<file path="config.mk">
export PLATFORM = sky130hd
export DESIGN_NAME = vpwtmc_core
export DESIGN_NICKNAME = d
export VERILOG_FILES = /design/src/logic/vpwtmc_pkg.sv /design/src/logic/vpwtmc_core.sv
export SDC_FILE = /design/constraint.sdc
export NUM_CORES = 1
export LEC_CHECK = 0
export ABC_AREA = 1
export BUFFER_PORTS_ARGS = -buffer_cell sky130_fd_sc_hd__buf_2
export CAP_MARGIN = 0
export CORE_ASPECT_RATIO = 1.4
export CORE_UTILIZATION = 50
export DETAILED_ROUTE_END_ITERATION = 8
export PLACE_DENSITY = 0.77
export SYNTH_ARGS = -nofsm -noshare
export SYNTH_HDL_FRONTEND = slang
export SYNTH_SLANG_ARGS = --single-unit
</file>
<file path="constraint.sdc">
create_clock -name pclk -period 2.1 [get_ports pclk]
set_clock_uncertainty 0.15 [all_clocks]
set_input_delay 0 -clock pclk [delete_from_list [all_inputs] [get_ports pclk]]
set_output_delay 0 -clock pclk [all_outputs]
set_load 0.005 [all_outputs]
</file>
<file path="src/logic/vpwtmc_pkg.sv">
`default_nettype none
package vpwtmc_pkg;

    // Register byte addresses on the APB port
    localparam logic [7:0] ADDR_CTRL = 8'h00;
    localparam logic [7:0] ADDR_STATUS = 8'h04;
    localparam logic [7:0] ADDR_EVENT = 8'h08;

    // Control register layout
    localparam int CTRL_FILT_LSB = 0;
    localparam int CTRL_FILT_W = 8;

    // Status register layout
    localparam int STAT_MODE_LSB = 0;
    localparam int STAT_REGEN_BIT = 3;
    localparam int STAT_THERM_BIT = 4;
    localparam int STAT_WSHAPE_BIT = 5;
    localparam int STAT_DRIVE_BIT = 6;

    // Event register bits, sticky, write one to clear
    localparam int EVT_BUS_WAKE = 0;
    localparam int EVT_LOCAL_WAKE = 1;
    localparam int EVT_THERM_TRIP = 2;
    localparam int EVT_W = 3;

    // Encoded three-level select from the external detector
    localparam logic [1:0] SEL_LOW = 2'h0;
    localparam logic [1:0] SEL_HIGH = 2'h1;
    localparam logic [1:0] SEL_FLOAT = 2'h2;

    // Timing counts in pclk cycles
    localparam int SLP_CNT_W = 24;
    localparam logic [23:0] SLEEP_TIMEOUT_DEF = 24'h0f4240;
    localparam logic [7:0] FILT_LEN_RST = 8'h64;

    typedef enum logic [2:0] {
        MODE_NORMAL,
        MODE_HIGH_SPEED,
        MODE_LOOPBACK,
        MODE_STANDBY,
        MODE_SLEEP_WAIT,
        MODE_SLEEP
    } vpwtmc_mode_e;

    typedef struct packed {
        logic [1:0] sel_s1;
        logic [1:0] sel_s2;
        logic [1:0] sel_s3;
        logic stb_s1;
        logic stb_s2;
        logic tx_s1;
        logic tx_s2;
        logic tx_p;
        logic bus_s1;
        logic bus_s2;
        logic lw_s1;
        logic lw_s2;
        logic lw_p;
        logic ot_s1;
        logic ot_s2;
        logic por_s1;
        logic por_s2;
        vpwtmc_mode_e mode;
        logic [SLP_CNT_W-1:0] slp_cnt;
        logic [7:0] filt_cnt;
        logic [7:0] filt_len;
        logic bus_filt;
        logic therm;
        logic regen;
        logic drive;
        logic wshape;
        logic rx;
        logic [EVT_W-1:0] evt;
        logic [31:0] rdata;
    } vpwtmc_state_s;

    // Reset image: standby, regulator enabled, bus passive, receive output idle high
    localparam vpwtmc_state_s STATE_RST = '{
        sel_s1: SEL_FLOAT,
        sel_s2: SEL_FLOAT,
        sel_s3: SEL_FLOAT,
        mode: MODE_STANDBY,
        slp_cnt: 24'h000000,
        filt_cnt: 8'h00,
        filt_len: FILT_LEN_RST,
        regen: 1'b1,
        rx: 1'b1,
        evt: 3'h0,
        rdata: 32'h00000000,
        default: 1'b0
    };

endpackage : vpwtmc_pkg
`default_nettype wire

</file>
<file path="src/logic/vpwtmc_core.sv">
// Design decisions made here: the address map and register access over APB.
`timescale 1ns/1ps
`default_nettype none

// Behaviour
// - Select low gives normal, high gives high-speed, floating gives loop-back mode.
// - Standby input low disables transmitter for low power; high enables transmission.
// - With transmission enabled, bus is active while transmit data is high.
// - Receive output is low during active bus, high otherwise.
// - Normal mode carries 10.4 kbit/s signalling with waveshaping enabled.
// - High-speed mode bypasses waveshaping for 41.6 kbit/s transfers.
// - Loop-back disables bus drive and reception, routes transmit data to receive.
// - Received bus state is filtered against short interference before output.
// - Undriven control inputs leave the device in low-power standby.
// - Standby and sleep keep the receiver alive and report bus activity.
// - After go-to-sleep, regulator enable drops once the sleep time-out elapses.
// - Bus activity or local wake reasserts the regulator enable.
// - Any edge on the local wake input is a local wake-up.
// - A high standby input always asserts the regulator enable.
// - Supply-startup reset forces standby with regulator enable asserted.
// - A supply dip during sleep tripping the reset returns to standby.
// - Over-temperature latches the transmitter passive while the receiver keeps working.
// - The thermal latch clears on the first transmit rising edge after cooling.
module vpwtmc_core #(
    parameter logic [23:0] SLEEP_TIMEOUT_CYCLES = vpwtmc_pkg::SLEEP_TIMEOUT_DEF
) (
    input wire logic pclk,
    input wire logic presetn,
    input wire logic psel,
    input wire logic penable,
    input wire logic pwrite,
    input wire logic [7:0] paddr,
    input wire logic [31:0] pwdata,
    output logic [31:0] prdata,
    output logic pready,
    output logic pslverr,
    input wire logic [1:0] speed_loop_select_input,
    input wire logic standby_ctl_in,
    input wire logic tx_data_in,
    input wire logic bus_active_in,
    input wire logic local_wake_input,
    input wire logic over_temp_in,
    input wire logic supply_por_in,
    output logic bus_drive_out,
    output logic waveshape_en_out,
    output logic rx_data_out,
    output logic reg_enable_out
);

    vpwtmc_pkg::vpwtmc_state_s s_r;
    vpwtmc_pkg::vpwtmc_state_s s_nxt;
    logic tx_rise;
    logic lw_edge;
    logic wake;
    logic setup_rd;
    logic acc_wr;
    logic addr_hit;
    logic [vpwtmc_pkg::EVT_W-1:0] evt_set;
    logic [vpwtmc_pkg::EVT_W-1:0] evt_clr;
    logic [31:0] status_word;

    // Edge and wake terms, all taken from second or later synchroniser stages
    assign tx_rise = s_r.tx_s2 & ~s_r.tx_p;
    assign lw_edge = s_r.lw_s2 ^ s_r.lw_p;
    assign wake = s_r.bus_filt | lw_edge;

    // APB decode; the slave never stretches an access
    assign setup_rd = psel & ~penable & ~pwrite;
    assign acc_wr = psel & penable & pwrite;
    assign addr_hit = (paddr == vpwtmc_pkg::ADDR_CTRL) | (paddr == vpwtmc_pkg::ADDR_STATUS)
                    | (paddr == vpwtmc_pkg::ADDR_EVENT);
    assign pready = 1'b1;
    assign pslverr = psel & penable & ~addr_hit;
    assign prdata = s_r.rdata;

    // Status image shows the live mode machine state
    always_comb
    begin
        status_word = 32'h00000000;
        status_word[vpwtmc_pkg::STAT_MODE_LSB +: 3] = s_r.mode;
        status_word[vpwtmc_pkg::STAT_REGEN_BIT] = s_r.regen;
        status_word[vpwtmc_pkg::STAT_THERM_BIT] = s_r.therm;
        status_word[vpwtmc_pkg::STAT_WSHAPE_BIT] = s_r.wshape;
        status_word[vpwtmc_pkg::STAT_DRIVE_BIT] = s_r.drive;
    end

    // Whole next-state computation
    always_comb
    begin
        s_nxt = s_r;
        evt_set = '0;
        evt_clr = '0;

        // Two-flop synchronisers for every pin-level input
        s_nxt.sel_s1 = speed_loop_select_input;
        s_nxt.sel_s2 = s_r.sel_s1;
        s_nxt.sel_s3 = s_r.sel_s2; // Extra stage only to compare two settled samples
        s_nxt.stb_s1 = standby_ctl_in;
        s_nxt.stb_s2 = s_r.stb_s1;
        s_nxt.tx_s1 = tx_data_in;
        s_nxt.tx_s2 = s_r.tx_s1;
        s_nxt.tx_p = s_r.tx_s2;
        s_nxt.bus_s1 = bus_active_in;
        s_nxt.bus_s2 = s_r.bus_s1;
        s_nxt.lw_s1 = local_wake_input;
        s_nxt.lw_s2 = s_r.lw_s1;
        s_nxt.lw_p = s_r.lw_s2;
        s_nxt.ot_s1 = over_temp_in;
        s_nxt.ot_s2 = s_r.ot_s1;
        s_nxt.por_s1 = supply_por_in;
        s_nxt.por_s2 = s_r.por_s1;

        // Thermal latch: trip while hot, release only on a transmit rising edge once cool
        if (s_r.ot_s2)
        begin
            s_nxt.therm = 1'b1;
        end
        else if (s_r.therm && tx_rise)
        begin
            s_nxt.therm = 1'b0;
        end
        if (s_r.ot_s2 && !s_r.therm)
        begin
            evt_set[vpwtmc_pkg::EVT_THERM_TRIP] = 1'b1;
        end

        // Receive filter: a new bus level must persist filt_len cycles to be taken
        if (s_r.bus_s2 == s_r.bus_filt)
        begin
            s_nxt.filt_cnt = 8'h00;
        end
        else if ({1'b0, s_r.filt_cnt} + 9'h001 >= {1'b0, s_r.filt_len})
        begin
            s_nxt.bus_filt = s_r.bus_s2;
            s_nxt.filt_cnt = 8'h00;
        end
        else
        begin
            s_nxt.filt_cnt = s_r.filt_cnt + 8'h01;
        end

        // Mode machine; supply reset first, then a high standby input, then sleep handling
        if (s_r.por_s2)
        begin
            s_nxt.mode = vpwtmc_pkg::MODE_STANDBY;
            s_nxt.regen = 1'b1;
            s_nxt.slp_cnt = '0;
        end
        else if (s_r.stb_s2)
        begin
            s_nxt.regen = 1'b1;
            s_nxt.slp_cnt = '0;
            // The two select bits may settle on different edges; decode only two equal samples
            if (s_r.sel_s3 == s_r.sel_s2)
            begin
                case (s_r.sel_s2)
                    vpwtmc_pkg::SEL_LOW: s_nxt.mode = vpwtmc_pkg::MODE_NORMAL;
                    vpwtmc_pkg::SEL_HIGH: s_nxt.mode = vpwtmc_pkg::MODE_HIGH_SPEED;
                    default: s_nxt.mode = vpwtmc_pkg::MODE_LOOPBACK;
                endcase
            end
            else if ((s_r.mode == vpwtmc_pkg::MODE_SLEEP) || (s_r.mode == vpwtmc_pkg::MODE_SLEEP_WAIT))
            begin
                s_nxt.mode = vpwtmc_pkg::MODE_STANDBY; // Leave sleep now, pick the mode a cycle later
            end
        end
        else
        begin
            case (s_r.mode)
                vpwtmc_pkg::MODE_NORMAL,
                vpwtmc_pkg::MODE_HIGH_SPEED,
                vpwtmc_pkg::MODE_LOOPBACK:
                begin
                    // Falling standby input from an operating mode is the sleep command
                    s_nxt.mode = vpwtmc_pkg::MODE_SLEEP_WAIT;
                    s_nxt.slp_cnt = '0;
                end
                vpwtmc_pkg::MODE_SLEEP_WAIT:
                begin
                    if (wake)
                    begin
                        s_nxt.mode = vpwtmc_pkg::MODE_STANDBY;
                        s_nxt.regen = 1'b1;
                    end
                    else if (s_r.slp_cnt >= SLEEP_TIMEOUT_CYCLES - 24'h000001)
                    begin
                        s_nxt.mode = vpwtmc_pkg::MODE_SLEEP;
                        s_nxt.regen = 1'b0;
                    end
                    else
                    begin
                        s_nxt.slp_cnt = s_r.slp_cnt + 24'h000001;
                    end
                end
                vpwtmc_pkg::MODE_SLEEP:
                begin
                    if (wake)
                    begin
                        s_nxt.mode = vpwtmc_pkg::MODE_STANDBY;
                        s_nxt.regen = 1'b1;
                        s_nxt.slp_cnt = '0;
                    end
                end
                vpwtmc_pkg::MODE_STANDBY:
                begin
                    s_nxt.regen = 1'b1;
                end
                default:
                begin
                    s_nxt.mode = vpwtmc_pkg::MODE_STANDBY;
                    s_nxt.regen = 1'b1;
                end
            endcase
        end

        // Wake events are logged only while the regulator could be off
        if ((s_r.mode == vpwtmc_pkg::MODE_SLEEP_WAIT) || (s_r.mode == vpwtmc_pkg::MODE_SLEEP))
        begin
            evt_set[vpwtmc_pkg::EVT_BUS_WAKE] = s_r.bus_filt;
            evt_set[vpwtmc_pkg::EVT_LOCAL_WAKE] = lw_edge;
        end

        // Bus drive only in the two transmit modes and never while thermally latched
        s_nxt.drive = ((s_nxt.mode == vpwtmc_pkg::MODE_NORMAL) || (s_nxt.mode == vpwtmc_pkg::MODE_HIGH_SPEED))
                      && !s_nxt.therm && s_r.tx_s2;
        s_nxt.wshape = (s_nxt.mode == vpwtmc_pkg::MODE_NORMAL);

        // Receive output: looped transmit data, or the filtered bus in every other mode
        if (s_nxt.mode == vpwtmc_pkg::MODE_LOOPBACK)
        begin
            s_nxt.rx = ~s_r.tx_s2;
        end
        else
        begin
            s_nxt.rx = ~s_nxt.bus_filt;
        end

        // Register writes take effect at the access edge
        if (acc_wr && (paddr == vpwtmc_pkg::ADDR_CTRL))
        begin
            s_nxt.filt_len = pwdata[vpwtmc_pkg::CTRL_FILT_LSB +: vpwtmc_pkg::CTRL_FILT_W];
        end
        if (acc_wr && (paddr == vpwtmc_pkg::ADDR_EVENT))
        begin
            evt_clr = pwdata[vpwtmc_pkg::EVT_W-1:0];
        end
        // A new event in the clearing cycle survives
        s_nxt.evt = (s_r.evt & ~evt_clr) | evt_set;

        // Read data captured in the setup phase so it is stable through the access
        if (setup_rd)
        begin
            case (paddr)
                vpwtmc_pkg::ADDR_CTRL: s_nxt.rdata = {24'h000000, s_r.filt_len};
                vpwtmc_pkg::ADDR_STATUS: s_nxt.rdata = status_word;
                vpwtmc_pkg::ADDR_EVENT: s_nxt.rdata = {29'h0, s_r.evt};
                default: s_nxt.rdata = 32'h00000000;
            endcase
        end
    end

    // Single state register
    always_ff @(posedge pclk or negedge presetn)
    begin
        if (!presetn)
        begin
            s_r <= vpwtmc_pkg::STATE_RST;
        end
        else
        begin
            s_r <= s_nxt;
        end
    end

    assign bus_drive_out = s_r.drive;
    assign waveshape_en_out = s_r.wshape;
    assign rx_data_out = s_r.rx;
    assign reg_enable_out = s_r.regen;

    // Checks on the mode, drive and sleep behaviour
    a_select_high_speed: assert property (@(posedge pclk) disable iff (!presetn)
        (!s_r.por_s2 && s_r.stb_s2 && s_r.sel_s2 == vpwtmc_pkg::SEL_HIGH
         && s_r.sel_s3 == vpwtmc_pkg::SEL_HIGH)
        |=> (s_r.mode == vpwtmc_pkg::MODE_HIGH_SPEED) && !waveshape_en_out)
        else $error("High select did not give high-speed mode");

    a_standby_no_drive: assert property (@(posedge pclk) disable iff (!presetn)
        (s_r.mode != vpwtmc_pkg::MODE_NORMAL && s_r.mode != vpwtmc_pkg::MODE_HIGH_SPEED)
        |-> !bus_drive_out)
        else $error("Bus driven outside a transmit mode");

    a_drive_follows_tx: assert property (@(posedge pclk) disable iff (!presetn)
        ((s_r.mode == vpwtmc_pkg::MODE_NORMAL || s_r.mode == vpwtmc_pkg::MODE_HIGH_SPEED) && !s_r.therm)
        |-> bus_drive_out == $past(s_r.tx_s2))
        else $error("Bus drive does not follow transmit data");

    a_rx_bus_state: assert property (@(posedge pclk) disable iff (!presetn)
        (s_r.mode != vpwtmc_pkg::MODE_LOOPBACK) |-> rx_data_out == !s_r.bus_filt)
        else $error("Receive output does not show filtered bus");

    a_loop_path: assert property (@(posedge pclk) disable iff (!presetn)
        (s_r.mode == vpwtmc_pkg::MODE_LOOPBACK) |-> (rx_data_out == !$past(s_r.tx_s2)) && !bus_drive_out)
        else $error("Loop-back path wrong");

    a_filter_cause: assert property (@(posedge pclk) disable iff (!presetn)
        $changed(s_r.bus_filt) |-> s_r.bus_filt == $past(s_r.bus_s2)
        && $past(s_r.filt_cnt) + 8'h01 >= $past(s_r.filt_len))
        else $error("Filtered bus changed without a settled input");

    a_sleep_timeout: assert property (@(posedge pclk) disable iff (!presetn)
        (s_r.mode == vpwtmc_pkg::MODE_SLEEP_WAIT && s_r.slp_cnt == SLEEP_TIMEOUT_CYCLES - 24'h000001
         && !wake && !s_r.stb_s2 && !s_r.por_s2)
        |=> !reg_enable_out && s_r.mode == vpwtmc_pkg::MODE_SLEEP)
        else $error("Regulator enable not dropped at sleep time-out");

    a_wait_keeps_regen: assert property (@(posedge pclk) disable iff (!presetn)
        (s_r.mode == vpwtmc_pkg::MODE_SLEEP_WAIT) |-> reg_enable_out)
        else $error("Regulator enable dropped before time-out");

    a_wake_regen: assert property (@(posedge pclk) disable iff (!presetn)
        (s_r.mode == vpwtmc_pkg::MODE_SLEEP && wake) |=> reg_enable_out && s_r.mode != vpwtmc_pkg::MODE_SLEEP)
        else $error("Wake-up did not restore regulator enable");

    a_stb_regen: assert property (@(posedge pclk) disable iff (!presetn)
        s_r.stb_s2 |=> reg_enable_out)
        else $error("High standby input did not assert regulator enable");

    a_por_standby: assert property (@(posedge pclk) disable iff (!presetn)
        s_r.por_s2 |=> s_r.mode == vpwtmc_pkg::MODE_STANDBY && reg_enable_out)
        else $error("Supply reset did not force standby");

    a_therm_passive: assert property (@(posedge pclk) disable iff (!presetn)
        s_r.therm |-> !bus_drive_out)
        else $error("Bus driven while thermally latched");

    a_therm_release: assert property (@(posedge pclk) disable iff (!presetn)
        $fell(s_r.therm) |-> $past(tx_rise) && !$past(s_r.ot_s2))
        else $error("Thermal latch released without a transmit rising edge");

    a_normal_shaped: assert property (@(posedge pclk) disable iff (!presetn)
        (s_r.mode == vpwtmc_pkg::MODE_NORMAL) |-> waveshape_en_out)
        else $error("Waveshaping off in normal mode");

    a_fast_unshaped: assert property (@(posedge pclk) disable iff (!presetn)
        (s_r.mode == vpwtmc_pkg::MODE_HIGH_SPEED) |-> !waveshape_en_out)
        else $error("Waveshaping on in high-speed mode");

    a_sleep_command: assert property (@(posedge pclk) disable iff (!presetn)
        (!s_r.por_s2 && !s_r.stb_s2 && (s_r.mode == vpwtmc_pkg::MODE_NORMAL
         || s_r.mode == vpwtmc_pkg::MODE_HIGH_SPEED || s_r.mode == vpwtmc_pkg::MODE_LOOPBACK))
        |=> s_r.mode == vpwtmc_pkg::MODE_SLEEP_WAIT)
        else $error("Falling standby input did not start the sleep wait");

    a_standby_holds: assert property (@(posedge pclk) disable iff (!presetn)
        (!s_r.por_s2 && !s_r.stb_s2 && s_r.mode == vpwtmc_pkg::MODE_STANDBY)
        |=> s_r.mode == vpwtmc_pkg::MODE_STANDBY && reg_enable_out)
        else $error("Standby left without a driven standby input");

    a_local_wake_evt: assert property (@(posedge pclk) disable iff (!presetn)
        (lw_edge && (s_r.mode == vpwtmc_pkg::MODE_SLEEP_WAIT || s_r.mode == vpwtmc_pkg::MODE_SLEEP))
        |=> s_r.evt[vpwtmc_pkg::EVT_LOCAL_WAKE])
        else $error("Local wake edge not logged");

    a_therm_event: assert property (@(posedge pclk) disable iff (!presetn)
        (s_r.ot_s2 && !s_r.therm) |=> s_r.therm && s_r.evt[vpwtmc_pkg::EVT_THERM_TRIP])
        else $error("Thermal trip not latched and logged");

endmodule : vpwtmc_core
`default_nettype wire

</file>
; After elaboration in Yosys (flattened, before gate mapping)
; Cells that the tools add are included.
[word_totals]
wordCells = 117
input_bits = 53
regBits = 104
[op_classes]
bitwise = 19
eq_ne = 17
magnitude_cmp = 2
n_mux = 29
add_sub_neg = 3
n_reduce_logical = 18
[op_table]
columns = cell, n
row1 = 27-bit 2-to-1 mux, 3
row2 = 24-bit one-hot mux with 3 select lines, 1
row3 = 24-bit 2-to-1 mux, 2
row4 = 24-bit by 1-bit adder with 24-bit output (second input constant), 1
row5 = 24-bit by 20-bit greater-or-equal comparator with 1-bit output (second input constant), 1
row6 = 8-bit one-hot mux with 3 select lines, 1
row7 = 8-bit 2-to-1 mux, 2
row8 = 3-bit 2-to-1 mux, 5
row9 = 4-bit != test (second input constant), 3
row10 = 3-bit one-hot mux with 4 select lines, 1
row11 = 1-bit 2-to-1 mux, 11
row12 = 8-bit by 1-bit adder with 9-bit output (second input constant), 1
row13 = 3-bit by 2-bit == test with 1-bit output (second input constant), 3
row14 = 9-bit by 8-bit greater-or-equal comparator with 1-bit output, 1
row15 = 8-bit by 1-bit adder with 8-bit output (second input constant), 1
row16 = 8-bit by 3-bit == test with 1-bit output (second input constant), 1
row17 = 8-bit by 4-bit == test with 1-bit output (second input constant), 1
row18 = 8-bit logical NOT, 1
row19 = 1-bit bitwise AND, 6
row20 = 3-bit by 1-bit == test with 1-bit output (second input constant), 2
row21 = 3-bit == test (second input constant), 2
row22 = 1-bit logical AND, 6
row23 = 3-bit logical NOT, 2
row24 = 1-bit inverter, 6
row25 = 20 further kinds, 24

; Longest topological paths before layout
[depth]
ltp_word = 10
depth_mapped = 15
mapped_depth_nobuf = 15

; Worst setup path after synthesis
; OpenSTA, ideal clock, no wires.
[synth_timing]
kind = register to register
startpoint = register s_r[49] (netlist name)
endpoint = register s_r (netlist bit rx_data_out)
t_arrival_ns = 1.934
required_time_ns = 1.889
path_stages_with_launch = 16
n_path_buf = 0
setup_ns = 0.061
slack_ns = -0.045
path_cell_list = dfrtp_1 ha_1 nand3_1 inv_1 a31o_2 nand2_1 inv_1 ha_1 o211a_1 nand2_1 nand2_1 nand2_1 a21o_1 nand2_1 nand2_1 nand2_1
[synth_lines]
columns = item, line
row1 = from (decl), vpwtmc_core.sv:50  ; vpwtmc_pkg::vpwtmc_state_s s_r;
row2 = from (signal assigned), vpwtmc_core.sv:267  ; s_r <= vpwtmc_pkg::STATE_RST;
row3 = from (signal assigned), vpwtmc_core.sv:271  ; s_r <= s_nxt;

==> flow_summary.ini <==
[sta]
finalHoldViolations = 0
grt_setup_unrepaired = yes
setup_viol = 10
setup_slack_ns = -0.231
hold_ws_ns = 0.0229
slew_headroom_pct = 42.4
min_period_over_period_pct = 111
max_freq_mhz = 429
slew_viol_final = 0
finalCriticalPeriod_ns = 2.33
worst_slew_pin_slew_ns = 0.864

[logic_synthesis]
ys_seq_area_share_pct = 45.9
synth_top_cell_by_area = dfrtp_1
synthesis.area_mm2 = 0.00439
synth_most_common_cell = nand2_1
synth-edff-count = 0
synthDistinctLibCells = 44
ys_top_cells_by_count = nand2_1, inv_1, dfrtp_1
synth_area_leaders = dfrtp_1, nand2_1, inv_1, buf_4, dfstp_2
netlist.area_leader.share_pct = 39.9
async_reset_ff_share_pct = 100
synth_ff_type = dfrtp_1
yosysWarnings = 0
syn-instance-count = 527
synth.avg_cell_area_um2 = 8.33
ys_ff_latch = 80

[route]
wl_mm = 9.82
wire_per_inst_um = 13.7
vias_per_cell = 5.05
dr_total_vias = 3630
first_iter_violations = 183
drtPass1Iterations = 4
drc = 0
route.antenna.remaining_nets = 0

[grt]
antenna_found_initial = 0
grt_usage_pct = 22.2
grt-ovfl-total = 0
grt_pass1_wl_mm = 15.7
grt_max_degree = 71
grt_pass1_vias = 3499

[die]
die_w_um = 81.2
num_rows = 40
initial_utilization_pct = 51.3
die_area_mm2 = 0.00916
pin_count = 91
dieHeight_um = 113
core_mm2 = 0.00856

[critical_path]
cp_common_cell = nand2_1
critPathSlowestCell = dfrtp_2
worst-path-buf-inv = 2
required_ns = 2.22
crit_path_max_incr_delay_ns = 0.43
worstSetupPathType = reg2reg
cp.arrival_ns = 2.45
startpoint_type = flop
crit_path_max_fanout = 4
crit_family = simple AND/OR/NAND/NOR gates
cp_cell_sequence = ha_4 > nand3_4 > buf_12 > xor2_4 > inv_2 > ha_4 > o211a_1 > nand2_1 > nand2_1 > nand2_2 > nand3_1 > nand2_2 > nand2_1 > nand2_1
end_kind = flop

[worst_hold_path]
hold_path.class = in2reg

[clocking]
cts_tree = built
cts_root_buf = clkbuf_16
cts_max_path_buffers = 2
numCtsBuffers = 9
htreeDepth = 3
path_clk_slew_ns = 0.06
cts.sinks = 80
clkLatencyLatePin_ns = 0.33

[placed_design]
portBuffers = 41
gp_congestion = 0.903
dp_hpwl_mm = 6.66
dp.cells = 675
place_ws_ns = -0.231
place_area_mm2 = 0.00466

[layout]
area_growth_pct = 22.8
fin_cells = 719
nNetsFinal = 672
num_antenna_cells = 0
drive_gt1_share_pct = 26.1
design_area_mm2 = 0.00539

[power_and_ir_drop]
p_leak_nw = 2.71
ir_drop_mv = 0.408
p_total_mw = 3.45
power_density_mw_per_mm2 = 640

[run_status]
status = complete, but fails checks
violations = negative setup slack

[job]
drv_cap = 0
-- cells by family (layout without fill, tap and decap cells) --
| logic type | Yosys count | after routing | synth area share (%) |
|---|---|---|---|
| other | 2 | 25 | 0.171 |
| AO/OA/AOI/OAI | 79 | 79 | 10.8 |
| AND/OR/NAND/NOR | 233 | 233 | 25.1 |
| flip-flops | 80 | 80 | 45.9 |
| buffers and inverters | 115 | 179 | 13.5 |
| adder cells (fa/ha/maj) | 10 | 10 | 2.85 |
| XOR/XNOR | 8 | 8 | 1.60 |
-- cells in the final DEF (no fill, tap or decap), types with 2 or more instances in the layout --
cell type      count
xor2_1             4
nor3_4             3
nand2_2           12
xor2_4             2
inv_6              3
conb_1            25
inv_1             71
a21oi_2            5
dfstp_2           10
clkbuf_16          9
ha_1               6
dfrtp_1           67
o21ai_1            5
nor3_2             3
o21a_1             5
o31ai_1            4
clkinv_2           2
o21ai_0           24
nand3_2            6
nor4_2             2
nand3_1           17
dfrtp_2            3
nand2_1          111
dlygate4sd3_1     21
o21ai_2            5
nor2_2             9
buf_12             2
a21oi_1           24
inv_2              3
nor3_1             7
ha_4               4
nor2_1            44
nand3_4            4
nand4_1            9
buf_4             24
buf_2             40
-- flip-flops by register name (all words and copies together) (netlist names) --
name              count
s_nxt                12
bus_drive_out         1
s_r                  56
prdata                8
waveshape_en_out      1
reg_enable_out        1
rx_data_out           1
-- final cells by class --
class | count | area, um2
fillers | 725 | 3170
multi-input cells | 355 | 2040
flip-flops and latches | 80 | 2020
repair buffers | 87 | 631
inverters | 76 | 293
clock buffers | 9 | 225
well taps | 105 | 131
clock inverters | 7 | 55.1
-- worst min-delay path, delay by kind of cell --
| family | cells | cell delay [ns] |
|---|---|---|
| buffers and inverters | 1 | 0.09 |
| AOI/OAI and AO/OA | 2 | 0.20 |
| and+or+nand+nor | 2 | 0.17 |
-- layer usage --
layer | vias to the layer above | part of all wire (%) | GRT usage (%)
li1 | 1791 | - | -
met1 | 1694 | 40 | 25.3
met2 | 110 | 53 | 39.3
met3 | 35 | 3.5 | 4.03
met4 | 0 | 3.6 | 10.2
met5 | - | 0 | 0
-- worst paths after layout --
path	depth (start not counted)	slack, ns	endpoint	start
max in group asynchronous	3	0.97	s_r[59]	presetn
min in group asynchronous	2	0.19	prdata[4]	presetn
setup / recovery	14	-0.23	rx_data_out	s_r[49]
hold / removal	5	0.02	prdata[2]	paddr[2]
setup reg to reg	14	-0.23	rx_data_out	s_r[49]
hold reg to reg	0	0.20	s_nxt[88]	s_nxt[89]
-- stage by stage --
| step | util, % | TNS, ns |
|---|---|---|
| 2_1_floorplan | - | 0 |
| 3_3_place_gp | 54.5 | -0.857 |
| 3_5_place_dp | 54.5 | -2.06 |
| 4_1_cts | 61.1 | -1.11 |
| 5_1_grt | 63.0 | -2.89 |
| 6_report | 63.0 | -1.74 |
-- power breakdown --
group	switching, mW	internal (mW)
clock network	0.652	0.815
logic	0.208	0.141
registers	0.0390	1.59
-- repair_timing --
| item | 4_1_cts | 5_1_grt |
|---|---|---|
| endpoints found under the setup margin | 10 | 12 |
| buffers inserted | 2 | 5 |
| hold buffers | 21 | 0 |
| hold endpoints to repair | 84 | 0 |
| gates resized for setup | 12 | 23 |
| pin swaps | 2 | 8 |
Power figures use the tool's default switching activity.
